**src/rtl/mpbl_pkg.sv**
```systemverilog
// Functional notes
// - ext select low, link select low, memory select high at reset: host boot.
// - host boot waits passively as bus slave for the host's program.
// - host bytes or halfwords are packed into 48-bit words on channel 10.
// - host and link boot load 256 words into 0x40000 to 0x400FF first.
// - after reset the core idles with pc 0x40004 and does not execute it.
// - host boot: index 0x40000, count 0x0100, control 0x161.
// - host control enables port, LSB first, packing 101, three-column data.
// - count decrements per transfer; at zero stop, raise done, vector 0x40050.
// - return from interrupt at the done vector resumes at 0x40005.
// - acknowledge is kept high during reset by an internal keeper.
// - ext low, link high, memory select high at reset: link boot.
// - link boot receives nibbles into link buffer zero via channel 8.
// - source clocks the link; nibbles are captured on falling edges.
// - link boot: index 0x40000, count 0x0100, buffer zero takes 48-bit words.
// - link boot always uses buffer zero; parallel or chained boot allowed.
// - ext low, link high, memory select low at reset: serial boot.
// - serial boot loads serial control with 0x0A001F81, 32-bit receive.
// - serial boot moves 0x0180 32-bit words from 0x40000, then executes.
// - receive shifter gathers 32 bits (2x16 or 4x8) per transfer.
// - no-boot skips loading, keeps defaults, fetches from 0x200004.
// - all three selects low at reset: no-boot mode.
//
// constants shared by the boot loader files
// assumes a single 200 MHz core clock domain
package mpbl_pkg;

  localparam int          INSTR_W        = 48;
  localparam int          ADDR_W         = 24;
  localparam int          SER_W          = 32;
  localparam int          CNT_W          = 16;

  localparam logic [23:0] BOOT_BASE      = 24'h040000;
  localparam logic [23:0] PC_BOOT_IDLE   = 24'h040004;
  localparam logic [23:0] PC_DONE_VEC    = 24'h040050;
  localparam logic [23:0] PC_RESUME      = 24'h040005;
  localparam logic [23:0] PC_NOBOOT      = 24'h200004;

  localparam logic [15:0] HOST_COUNT     = 16'h0100;
  localparam logic [15:0] LINK_COUNT     = 16'h0100;
  localparam logic [15:0] SPI_COUNT      = 16'h0180;
  localparam logic [15:0] COUNT_ONE      = 16'h0001;
  localparam logic [15:0] COUNT_ZERO     = 16'h0000;
  localparam logic [23:0] INDEX_STEP     = 24'h000001;

  localparam logic [31:0] HOST_CTL_INIT  = 32'h00000161;
  localparam logic [31:0] SPI_CTL_INIT   = 32'h0A001F81;
  localparam logic [31:0] CTL_DEFAULT    = 32'h00000000;
  localparam int          DEN_BIT        = 0;
  localparam int          WORD_ORDER_FIELD_BIT       = 1;
  localparam int          COLUMN_TYPE_FIELD_BIT      = 5;
  localparam int          PACKING_FIELD_LSB      = 6;
  localparam logic [2:0]  PACKING_FIELD_PACK8    = 3'h5;

  localparam logic [2:0]  BYTES_LAST     = 3'h5;
  localparam logic [2:0]  HALVES_LAST    = 3'h2;
  localparam logic [3:0]  NIBS_LAST      = 4'hB;
  localparam logic [5:0]  BITS_LAST      = 6'h1F;
  localparam logic [2:0]  STRAP_WAIT     = 3'h5;

  // pin positions in the synchroniser vector
  localparam int          PIN_N          = 11;
  localparam int          P_EXT_BOOT_SELECT        = 0;
  localparam int          P_LINK_BOOT_SELECT        = 1;
  localparam int          P_BMS          = 2;
  localparam int          P_LCLK         = 3;
  localparam int          P_LDAT         = 4;
  localparam int          P_SCLK         = 8;
  localparam int          P_MOSI         = 9;
  localparam int          P_CSN          = 10;

  typedef enum logic [3:0] {
    MODE_NONE = 4'h1,
    MODE_HOST = 4'h2,
    MODE_LINK = 4'h4,
    MODE_SPI  = 4'h8
  } mpbl_mode_e;

  typedef enum logic [3:0] {
    ST_STRAP  = 4'h1,
    ST_LOAD   = 4'h2,
    ST_VECTOR = 4'h4,
    ST_RUN    = 4'h8
  } mpbl_state_e;

endpackage : mpbl_pkg
```
**src/rtl/mpbl_boot_loader.sv**
```systemverilog
// boot loader: mode decode, host/link/serial word assembly, boot dma
// assumes core-side memory write port and an rti strobe from the sequencer
`timescale 1ns/1ps
module mpbl_boot_loader
  import mpbl_pkg::*;
(
  input  wire logic        clk,
  input  wire logic        rst,
  input  wire logic        ext_boot_select,
  input  wire logic        link_boot_select,
  input  wire logic        boot_memory_select,
  input  wire logic        host_bus_request,
  input  wire logic        host_select,
  input  wire logic        host_cfg_wr,
  input  wire logic        host_cfg_width16,
  input  wire logic        host_wr,
  input  wire logic [15:0] host_data,
  output logic             host_bus_grant,
  output logic             host_ready,
  output logic             ack_out,
  output logic             ack_oe,
  output logic             ack_keeper,
  input  wire logic        link_clk,
  input  wire logic [3:0]  link_data,
  input  wire logic        spi_sclk,
  input  wire logic        spi_mosi,
  input  wire logic        spi_cs_n,
  output logic             mem_wr_valid,
  input  wire logic        mem_wr_ready,
  output logic [23:0]      mem_wr_addr,
  output logic [47:0]      mem_wr_data,
  output logic             mem_wr_wide,
  input  wire logic        rti_exec,
  output mpbl_mode_e       boot_mode,
  output logic             core_idle,
  output logic [23:0]      pc,
  output logic [31:0]      ext_dma_control,
  output logic [31:0]      serial_control_reg,
  output logic             link_rx_wide,
  output logic [15:0]      dma_count,
  output logic [23:0]      dma_index,
  output logic             ext_dma_done_irq,
  output logic             link_dma_done_irq,
  output logic             serial_dma_done_irq,
  output logic             link_overrun
);
  localparam int BUF_W = ADDR_W + INSTR_W + 1;
  // chip select idles high, so its filter starts there
  localparam logic [PIN_N-1:0] PIN_IDLE = PIN_N'(1) << P_CSN;

  // ==========================================================
  // pin synchronisers
  logic [PIN_N-1:0] pin_raw;
  logic [PIN_N-1:0] pin_s1;
  logic [PIN_N-1:0] pin_s2;
  logic [PIN_N-1:0] pin_s3;
  logic [PIN_N-1:0] lvl;
  logic [PIN_N-1:0] next_lvl;

  assign pin_raw  = {spi_cs_n, spi_mosi, spi_sclk, link_data, link_clk,
                     boot_memory_select, link_boot_select, ext_boot_select};
  // level moves only when second and third stage agree
  assign next_lvl = (pin_s2 & ~(pin_s2 ^ pin_s3)) | (lvl & (pin_s2 ^ pin_s3));

  always_ff @(posedge clk) begin
    if (rst) begin
      pin_s1 <= PIN_IDLE;
      pin_s2 <= PIN_IDLE;
      pin_s3 <= PIN_IDLE;
      lvl    <= PIN_IDLE;
    end else begin
      pin_s1 <= pin_raw;
      pin_s2 <= pin_s1;
      pin_s3 <= pin_s2;
      lvl    <= next_lvl;
    end
  end

  // ==========================================================
  // mode capture and sequencing
  mpbl_state_e state;
  logic [2:0]  strap_cnt;
  logic        pend_valid;
  logic [47:0] pend_data;
  logic        buf_ready;
  logic        buf_empty;
  logic        push;
  logic        load_done;
  logic        want_more;

  assign push      = pend_valid && buf_ready;
  assign load_done = (dma_count == COUNT_ZERO) && !pend_valid && buf_empty;
  assign want_more = (state == ST_LOAD) && (dma_count != COUNT_ZERO)
                     && !(pend_valid && dma_count == COUNT_ONE);
  assign core_idle = (state == ST_STRAP) || (state == ST_LOAD);

  always_ff @(posedge clk) begin
    if (rst) begin
      strap_cnt <= 3'h0;
    end else if (state == ST_STRAP) begin
      strap_cnt <= strap_cnt + 3'h1;
    end
  end

  always_ff @(posedge clk) begin
    if (rst) begin
      boot_mode <= MODE_NONE;
    end else if (state == ST_STRAP && strap_cnt == STRAP_WAIT) begin
      case ({lvl[P_EXT_BOOT_SELECT], lvl[P_LINK_BOOT_SELECT], lvl[P_BMS]})
        3'h1:    boot_mode <= MODE_HOST;
        3'h3:    boot_mode <= MODE_LINK;
        3'h2:    boot_mode <= MODE_SPI;
        default: boot_mode <= MODE_NONE;
      endcase
    end
  end

  always_ff @(posedge clk) begin
    if (rst) begin
      state <= ST_STRAP;
    end else begin
      case (state)
        ST_STRAP: begin
          if (strap_cnt == STRAP_WAIT) begin
            state <= (lvl[P_EXT_BOOT_SELECT] | lvl[P_LINK_BOOT_SELECT] | lvl[P_BMS]) ? ST_LOAD : ST_RUN;
          end
        end
        ST_LOAD: begin
          if (load_done) begin
            state <= ST_VECTOR;
          end
        end
        ST_VECTOR: begin
          if (rti_exec) begin
            state <= ST_RUN;
          end
        end
        ST_RUN:  state <= ST_RUN;
        default: state <= ST_STRAP;
      endcase
    end
  end

  always_ff @(posedge clk) begin
    if (rst) begin
      pc <= PC_BOOT_IDLE;
    end else if (state == ST_STRAP && strap_cnt == STRAP_WAIT
                 && !(lvl[P_EXT_BOOT_SELECT] | lvl[P_LINK_BOOT_SELECT] | lvl[P_BMS])) begin
      pc <= PC_NOBOOT;
    end else if (state == ST_LOAD && load_done) begin
      pc <= PC_DONE_VEC;
    end else if (state == ST_VECTOR && rti_exec) begin
      pc <= PC_RESUME;
    end
  end

  // completion interrupt, one pulse per boot
  always_ff @(posedge clk) begin
    if (rst) begin
      ext_dma_done_irq    <= 1'b0;
      link_dma_done_irq   <= 1'b0;
      serial_dma_done_irq <= 1'b0;
    end else begin
      ext_dma_done_irq    <= (state == ST_LOAD) && load_done && (boot_mode == MODE_HOST);
      link_dma_done_irq   <= (state == ST_LOAD) && load_done && (boot_mode == MODE_LINK);
      serial_dma_done_irq <= (state == ST_LOAD) && load_done && (boot_mode == MODE_SPI);
    end
  end

  // ==========================================================
  // channel parameters
  always_ff @(posedge clk) begin
    if (rst) begin
      ext_dma_control    <= CTL_DEFAULT;
      serial_control_reg <= CTL_DEFAULT;
      link_rx_wide       <= 1'b0;
      dma_count          <= COUNT_ZERO;
      dma_index          <= BOOT_BASE;
    end else if (state == ST_STRAP && strap_cnt == STRAP_WAIT) begin
      case ({lvl[P_EXT_BOOT_SELECT], lvl[P_LINK_BOOT_SELECT], lvl[P_BMS]})
        3'h1: begin
          ext_dma_control <= HOST_CTL_INIT;
          dma_count       <= HOST_COUNT;
        end
        3'h3: begin
          link_rx_wide <= 1'b1;
          dma_count    <= LINK_COUNT;
        end
        3'h2: begin
          serial_control_reg <= SPI_CTL_INIT;
          dma_count          <= SPI_COUNT;
        end
        default: dma_count <= COUNT_ZERO;
      endcase
    end else if (push) begin
      dma_count <= dma_count - COUNT_ONE;
      dma_index <= dma_index + INDEX_STEP;
    end
  end

  // ==========================================================
  // host packing, external buffer zero
  logic        host_w16;
  logic [2:0]  host_cnt;
  logic [47:0] host_word;
  logic        host_take;
  logic        host_last;

  assign host_bus_grant = (boot_mode == MODE_HOST) && (state == ST_LOAD)
                          && host_bus_request && host_select;
  assign host_ready     = host_bus_grant && want_more && !pend_valid
                          && ext_dma_control[DEN_BIT];
  assign host_take      = host_ready && host_wr && !host_cfg_wr;
  assign host_last      = host_w16 ? (host_cnt == HALVES_LAST) : (host_cnt == BYTES_LAST);

  always_ff @(posedge clk) begin
    if (rst) begin
      host_w16 <= 1'b0;
    end else if (host_bus_grant && host_cfg_wr) begin
      host_w16 <= host_cfg_width16;
    end
  end

  always_ff @(posedge clk) begin
    if (rst) begin
      host_cnt  <= 3'h0;
      host_word <= '0;
    end else if (host_take) begin
      host_cnt <= host_last ? 3'h0 : host_cnt + 3'h1;
      if (host_w16) begin
        host_word <= {host_data, host_word[47:16]};
      end else begin
        host_word <= {host_data[7:0], host_word[47:8]};
      end
    end
  end

  // keeper holds acknowledge high through reset
  assign ack_keeper = 1'b1;
  always_ff @(posedge clk) begin
    if (rst) begin
      ack_out <= 1'b1;
      ack_oe  <= 1'b0;
    end else begin
      ack_out <= host_ready;
      ack_oe  <= host_bus_grant;
    end
  end

  // ==========================================================
  // link buffer zero, nibble capture
  logic        link_fall;
  logic [3:0]  link_cnt;
  logic [47:0] link_word;
  logic        link_take;

  assign link_fall = lvl[P_LCLK] && !next_lvl[P_LCLK];
  // only buffer zero, only in link mode
  assign link_take = link_fall && (boot_mode == MODE_LINK) && want_more;

  always_ff @(posedge clk) begin
    if (rst) begin
      link_cnt  <= 4'h0;
      link_word <= '0;
    end else if (link_take) begin
      link_cnt  <= (link_cnt == NIBS_LAST) ? 4'h0 : link_cnt + 4'h1;
      link_word <= {link_word[43:0], next_lvl[P_LDAT +: 4]};
    end
  end

  // ==========================================================
  // serial receive shifter
  logic        sclk_rise;
  logic [5:0]  ser_cnt;
  logic [31:0] ser_shift;
  logic        ser_take;

  assign sclk_rise = !lvl[P_SCLK] && next_lvl[P_SCLK];
  assign ser_take  = sclk_rise && !lvl[P_CSN] && (boot_mode == MODE_SPI) && want_more;

  // 32 bits per transfer whatever the master's word size
  always_ff @(posedge clk) begin
    if (rst) begin
      ser_cnt   <= 6'h0;
      ser_shift <= '0;
    end else if (ser_take) begin
      ser_cnt   <= (ser_cnt == BITS_LAST) ? 6'h0 : ser_cnt + 6'h1;
      ser_shift <= {ser_shift[30:0], next_lvl[P_MOSI]};
    end
  end

  // ==========================================================
  // pending word and buffer
  logic host_done;
  logic link_done;
  logic ser_done;

  assign host_done = host_take && host_last;
  assign link_done = link_take && (link_cnt == NIBS_LAST);
  assign ser_done  = ser_take && (ser_cnt == BITS_LAST);

  // new completion wins over the push
  always_ff @(posedge clk) begin
    if (rst) begin
      pend_valid <= 1'b0;
      pend_data  <= '0;
    end else if (host_done) begin
      pend_valid <= 1'b1;
      pend_data  <= host_w16 ? {host_data, host_word[47:16]} : {host_data[7:0], host_word[47:8]};
    end else if (link_done) begin
      pend_valid <= 1'b1;
      pend_data  <= {link_word[43:0], next_lvl[P_LDAT +: 4]};
    end else if (ser_done) begin
      pend_valid <= 1'b1;
      pend_data  <= {16'h0000, ser_shift[30:0], next_lvl[P_MOSI]};
    end else if (push) begin
      pend_valid <= 1'b0;
    end
  end

  // word lost when the link or serial receiver outruns a stalled memory
  always_ff @(posedge clk) begin
    if (rst) begin
      link_overrun <= 1'b0;
    end else if ((link_done || ser_done) && pend_valid && !push) begin
      link_overrun <= 1'b1;
    end
  end

  logic [BUF_W-1:0] buf_out;

  // serial words land as 32-bit normal words
  mpbl_fifo2 #(.W(BUF_W)) u_buf (
    .clk       (clk),
    .rst       (rst),
    .in_valid  (pend_valid),
    .in_ready  (buf_ready),
    .in_data   ({dma_index, pend_data, (boot_mode != MODE_SPI)}),
    .out_valid (mem_wr_valid),
    .out_ready (mem_wr_ready),
    .out_data  (buf_out),
    .empty     (buf_empty)
  );

  assign mem_wr_addr = buf_out[BUF_W-1 -: ADDR_W];
  assign mem_wr_data = buf_out[INSTR_W:1];
  assign mem_wr_wide = buf_out[0];
endmodule : mpbl_boot_loader

```
**src/rtl/mpbl_fifo2.sv**
```systemverilog
// two-entry buffer with valid/ready on both sides
// assumes one clock, synchronous active-high reset
`timescale 1ns/1ps
module mpbl_fifo2 #(
  parameter int W = 8
) (
  input  wire logic         clk,
  input  wire logic         rst,
  input  wire logic         in_valid,
  output logic              in_ready,
  input  wire logic [W-1:0] in_data,
  output logic              out_valid,
  input  wire logic         out_ready,
  output logic [W-1:0]      out_data,
  output logic              empty
);
  logic [W-1:0] store [2];
  logic         wr_ptr;
  logic         rd_ptr;
  logic [1:0]   fill;
  logic         push;
  logic         pop;

  assign in_ready  = (fill != 2'h2);
  assign out_valid = (fill != 2'h0);
  assign empty     = (fill == 2'h0);
  assign out_data  = store[rd_ptr];
  assign push      = in_valid && in_ready;
  assign pop       = out_valid && out_ready;

  always_ff @(posedge clk) begin
    if (push) begin
      store[wr_ptr] <= in_data;
    end
  end

  always_ff @(posedge clk) begin
    if (rst) begin
      wr_ptr <= 1'b0;
      rd_ptr <= 1'b0;
      fill   <= 2'h0;
    end else begin
      if (push) begin
        wr_ptr <= ~wr_ptr;
      end
      if (pop) begin
        rd_ptr <= ~rd_ptr;
      end
      if (push && !pop) begin
        fill <= fill + 2'h1;
      end else if (pop && !push) begin
        fill <= fill - 2'h1;
      end
    end
  end
endmodule : mpbl_fifo2

```
**config.mk**
```make
export PLATFORM = sky130hd
export DESIGN_NAME = mpbl_boot_loader
export DESIGN_NICKNAME = d
export VERILOG_FILES = /design/src/rtl/mpbl_pkg.sv /design/src/rtl/mpbl_boot_loader.sv /design/src/rtl/mpbl_fifo2.sv
export SDC_FILE = /design/constraint.sdc
export NUM_CORES = 1
export LEC_CHECK = 0
export BUFFER_PORTS_ARGS = -buffer_cell sky130_fd_sc_hd__clkbuf_2
export CAP_MARGIN = 20
export CORE_MARGIN = 3
export CORE_UTILIZATION = 33
export CTS_CLUSTER_DIAMETER = 120
export DETAILED_ROUTE_END_ITERATION = 10
export GPL_ROUTABILITY_DRIVEN = 0
export PLACE_DENSITY_LB_ADDON = 0.25
export RECOVER_POWER = 50
export SYNTH_ARGS = -nofsm -noshare
export SYNTH_HDL_FRONTEND = slang
export SYNTH_HIERARCHICAL = 1
export SYNTH_SLANG_ARGS = --single-unit
export TNS_END_PERCENT = 5
```
**constraint.sdc**
```tcl
create_clock -name clk -period 4.1 [get_ports clk]
set_clock_uncertainty 0.1 [all_clocks]
set_input_delay 1.23 -clock clk [delete_from_list [all_inputs] [get_ports clk]]
set_output_delay 1.23 -clock clk [all_outputs]
set_load 0.01 [all_outputs]
```
==> run_results.csv <==
group,metric,value,unit
outcome,outcome,"finished, violations left",
outcome,violations,"max-capacitance violations, max-slew violations",
place,hpwl,29200,um
die,die_y,239,um
clock_tree,cts_resized,0,
yosys,avgSynthCellArea,10.9,um^2
clock_tree,cts-buffers-inserted,47,
die,coreArea,53200,um^2
critical_path,end_kind,"output port",
critical_path,worst-endpoint-required,2.77,ns
yosys,ys_types,80,
clock_tree,cts.sinks,438,
clock_tree,cts_buffer_depth,3,
yosys,yosysTopAreaCell,"dfxtp_1",
final_layout,finalNetCount,1829,
route,drc,0,
timing,setup_viol,0,
clock_tree,post-cts-setup-buffers,0,
die,num_rows,84,
timing,fin_crit,3.90,ns
final_layout,largest-register,"u_buf/store",
critical_path,crit_fanout,14,
yosys,yosys-top-cells-count,"292 x dfxtp_1, 189 x nand2_1, 148 x a21oi_1",
timing,rsz0062_at_grt,"false",
yosys,seq_area_frac_synth,57.0,%
timing,max_freq,256,MHz
critical_path,cp_data_arrival_time,2.57,ns
pwr,ir_worst_vdd,0.000248,V
grt,grt_max_degree,133,
grt,track_usage,15.0,%
final_layout,n_antenna_cell,0,
route,wirelength,44200,um
yosys,synth_most_common_cell,"dfxtp_1",
pwr,leakage,7.38,nW
final_layout,syn_to_final_growth,15.4,%
pwr,power-per-cell-area,440,nW/um^2
grt,grt_pass1_wl,68000,um
die,die_area,57300,um^2
route,postRouteAntennaNets,0,
final_layout,final_cells,2511,
yosys,synthTopCellsByArea,"dfxtp_1 33%, edfxtp_1 24%, mux2_2 7.0%",
hold_path,hold_class,"flip-flop to flip-flop",
die,die_w,239,um
timing,worstMarginPinSlew,2.15,ns
yosys,ys_ff_latch,438,
clock_tree,hold_buffers,0,
yosys,synth_cells,1641,
timing,period_share,95.1,%
yosys,async_flop_share,0,%
timing,slew_viol_final,153,
yosys,ys.flop_type,"dfxtp_1",
clock_tree,htreeDepth,2,
die,initial_utilization,33.8,%
clock_tree,root_buffer,"clkbuf_16",
final_layout,final_core_util,39.0,%
route,drt-initial-drc-count,666,
yosys,syn-cell-area,18000,um^2
yosys,ys_warn_count,6,
final_layout,largest_reg_flops,146,
route,avgViaCountPerCell,4.89,
die,pin_count,253,
grt,antenna_found_initial,0,
critical_path,crit_type,"flip-flop to output port",
final_layout,reg_top3,"u_buf/store x146, pend_data x48, link_word x44",
timing,setup_tns,0,ns
yosys,synth_edf_count,146,
route,num_vias,12287,
flow_run,cap_violations,3,
yosys,yosys.area.top_type_share,32.5,%
clock_tree,insertion_delay,0.58,ns
grt,grt_overflow,0,
clock_tree,clk_pin_slew_worst_paths,0.06,ns
final_layout,n_fill_cell,5209,
critical_path,start_kind,"flip-flop",
clock_tree,cts_tree,"built",
grt,grt_pass1_vias,11850,
timing,hold_violations,0,
route,dr.pass1.iters,7,
place,port_buffers,182,
final_layout,layout-drive-gt1-share,22.6,%
place,dp_cells,2421,
route,post_drt_wl_per_cell,17.6,um
timing,max_slew_margin,-43.4,%
-- routing by layer --
| layer | GRT usage (%) | share of wire [%] |
|---|---|---|
| met1 | 19.7 | 46 |
| met2 | 25.1 | 47 |
| met3 | 2.94 | 4.8 |
| met4 | 4.60 | 2.6 |
| met5 | 0 | 0 |
-- stage by stage --
stage	setup slack [ns]	total power, W	hold WS [ns]	cell area [um^2]
after floorplan	0.738	0.00490	0.289	18200
after global placement	0.424	0.00497	0.296	19200
after detailed placement	0.428	0.00497	0.298	19200
after CTS	0.0384	0.00925	0.312	20800
after global routing	0.0840	0.00945	0.341	20700
final	0.200	0.00912	0.313	20700
-- path summary, 6_finish.rpt --
kind	startpoint	end	slack [ns]	cells after the start
worst max-delay path	state[1]	host_ready	0.20	4
worst min-delay path	pin_s1[10]	pin_s2[10]	0.31	1
worst min register to register	pin_s1[10]	pin_s2[10]	0.31	1
worst max register to register	u_buf/fill[0]	u_buf/store[0][72]	0.41	5
-- cell families (layout without fill, tap and decap cells) --
group,Yosys count,after routing,synth area share (%)
flops,438,438,57.0
simple gates,488,488,13.2
compound gates,303,303,11.0
mux,155,155,9.42
xor+xnor,43,43,2.10
buf+inv,199,313,6.38
other cells,2,70,0.0418
fa+ha+maj,13,13,0.850
-- critical path, stage by stage (launching register included) --
cell and delay, ns:
dfxtp_1 0.50, or4b_4 0.64, or3_4 0.45, a211oi_2 0.22
clkbuf_2 0.18
-- placed cells by master, fill, tap and decap left out, types with 7 or more instances in the layout --
cell	n
nand3_1	34
and2_1	9
nor4_1	13
a22oi_1	16
or2_2	7
buf_4	16
mux2i_1	43
or3_1	9
inv_1	16
clkbuf_8	9
clkbuf_2	160
nand2_1	189
nor3_1	13
clkbuf_1	39
edfxtp_1	146
xor2_1	15
a21oi_1	147
ha_1	9
nor2b_1	40
nand4_1	10
xnor2_1	28
o221a_2	17
nor2_1	106
o21ai_0	20
nand2b_1	7
a211oi_1	23
mux2_2	112
dfxtp_1	290
o22ai_1	29
clkbuf_16	48
and3_1	8
conb_1	70
o2bb2ai_1	7
-- final cells by class --
cell class              count  area (um^2)  share of cell area, %
clock inverters            18          184                  0.887
inverters                  17         65.1                  0.314
clock buffers              70         1370                   6.63
multi-input cells        1072         6880                   33.2
flip-flops and latches    438        10200                   49.4
repair buffers            208         1130                   5.43
well taps                 688          861                   4.15
-- report_power, final --
| group | switching, W | internal, W | total [W] | leakage [nW] |
|---|---|---|---|---|
| Combinational | 0.000214 | 0.000142 | 0.000355 | 2.94 |
| Clock | 0.00173 | 0.00252 | 0.00425 | 0.765 |
| Sequential | 0.0000351 | 0.00448 | 0.00452 | 3.67 |
Note: power is estimated with default switching activity, not from simulation.
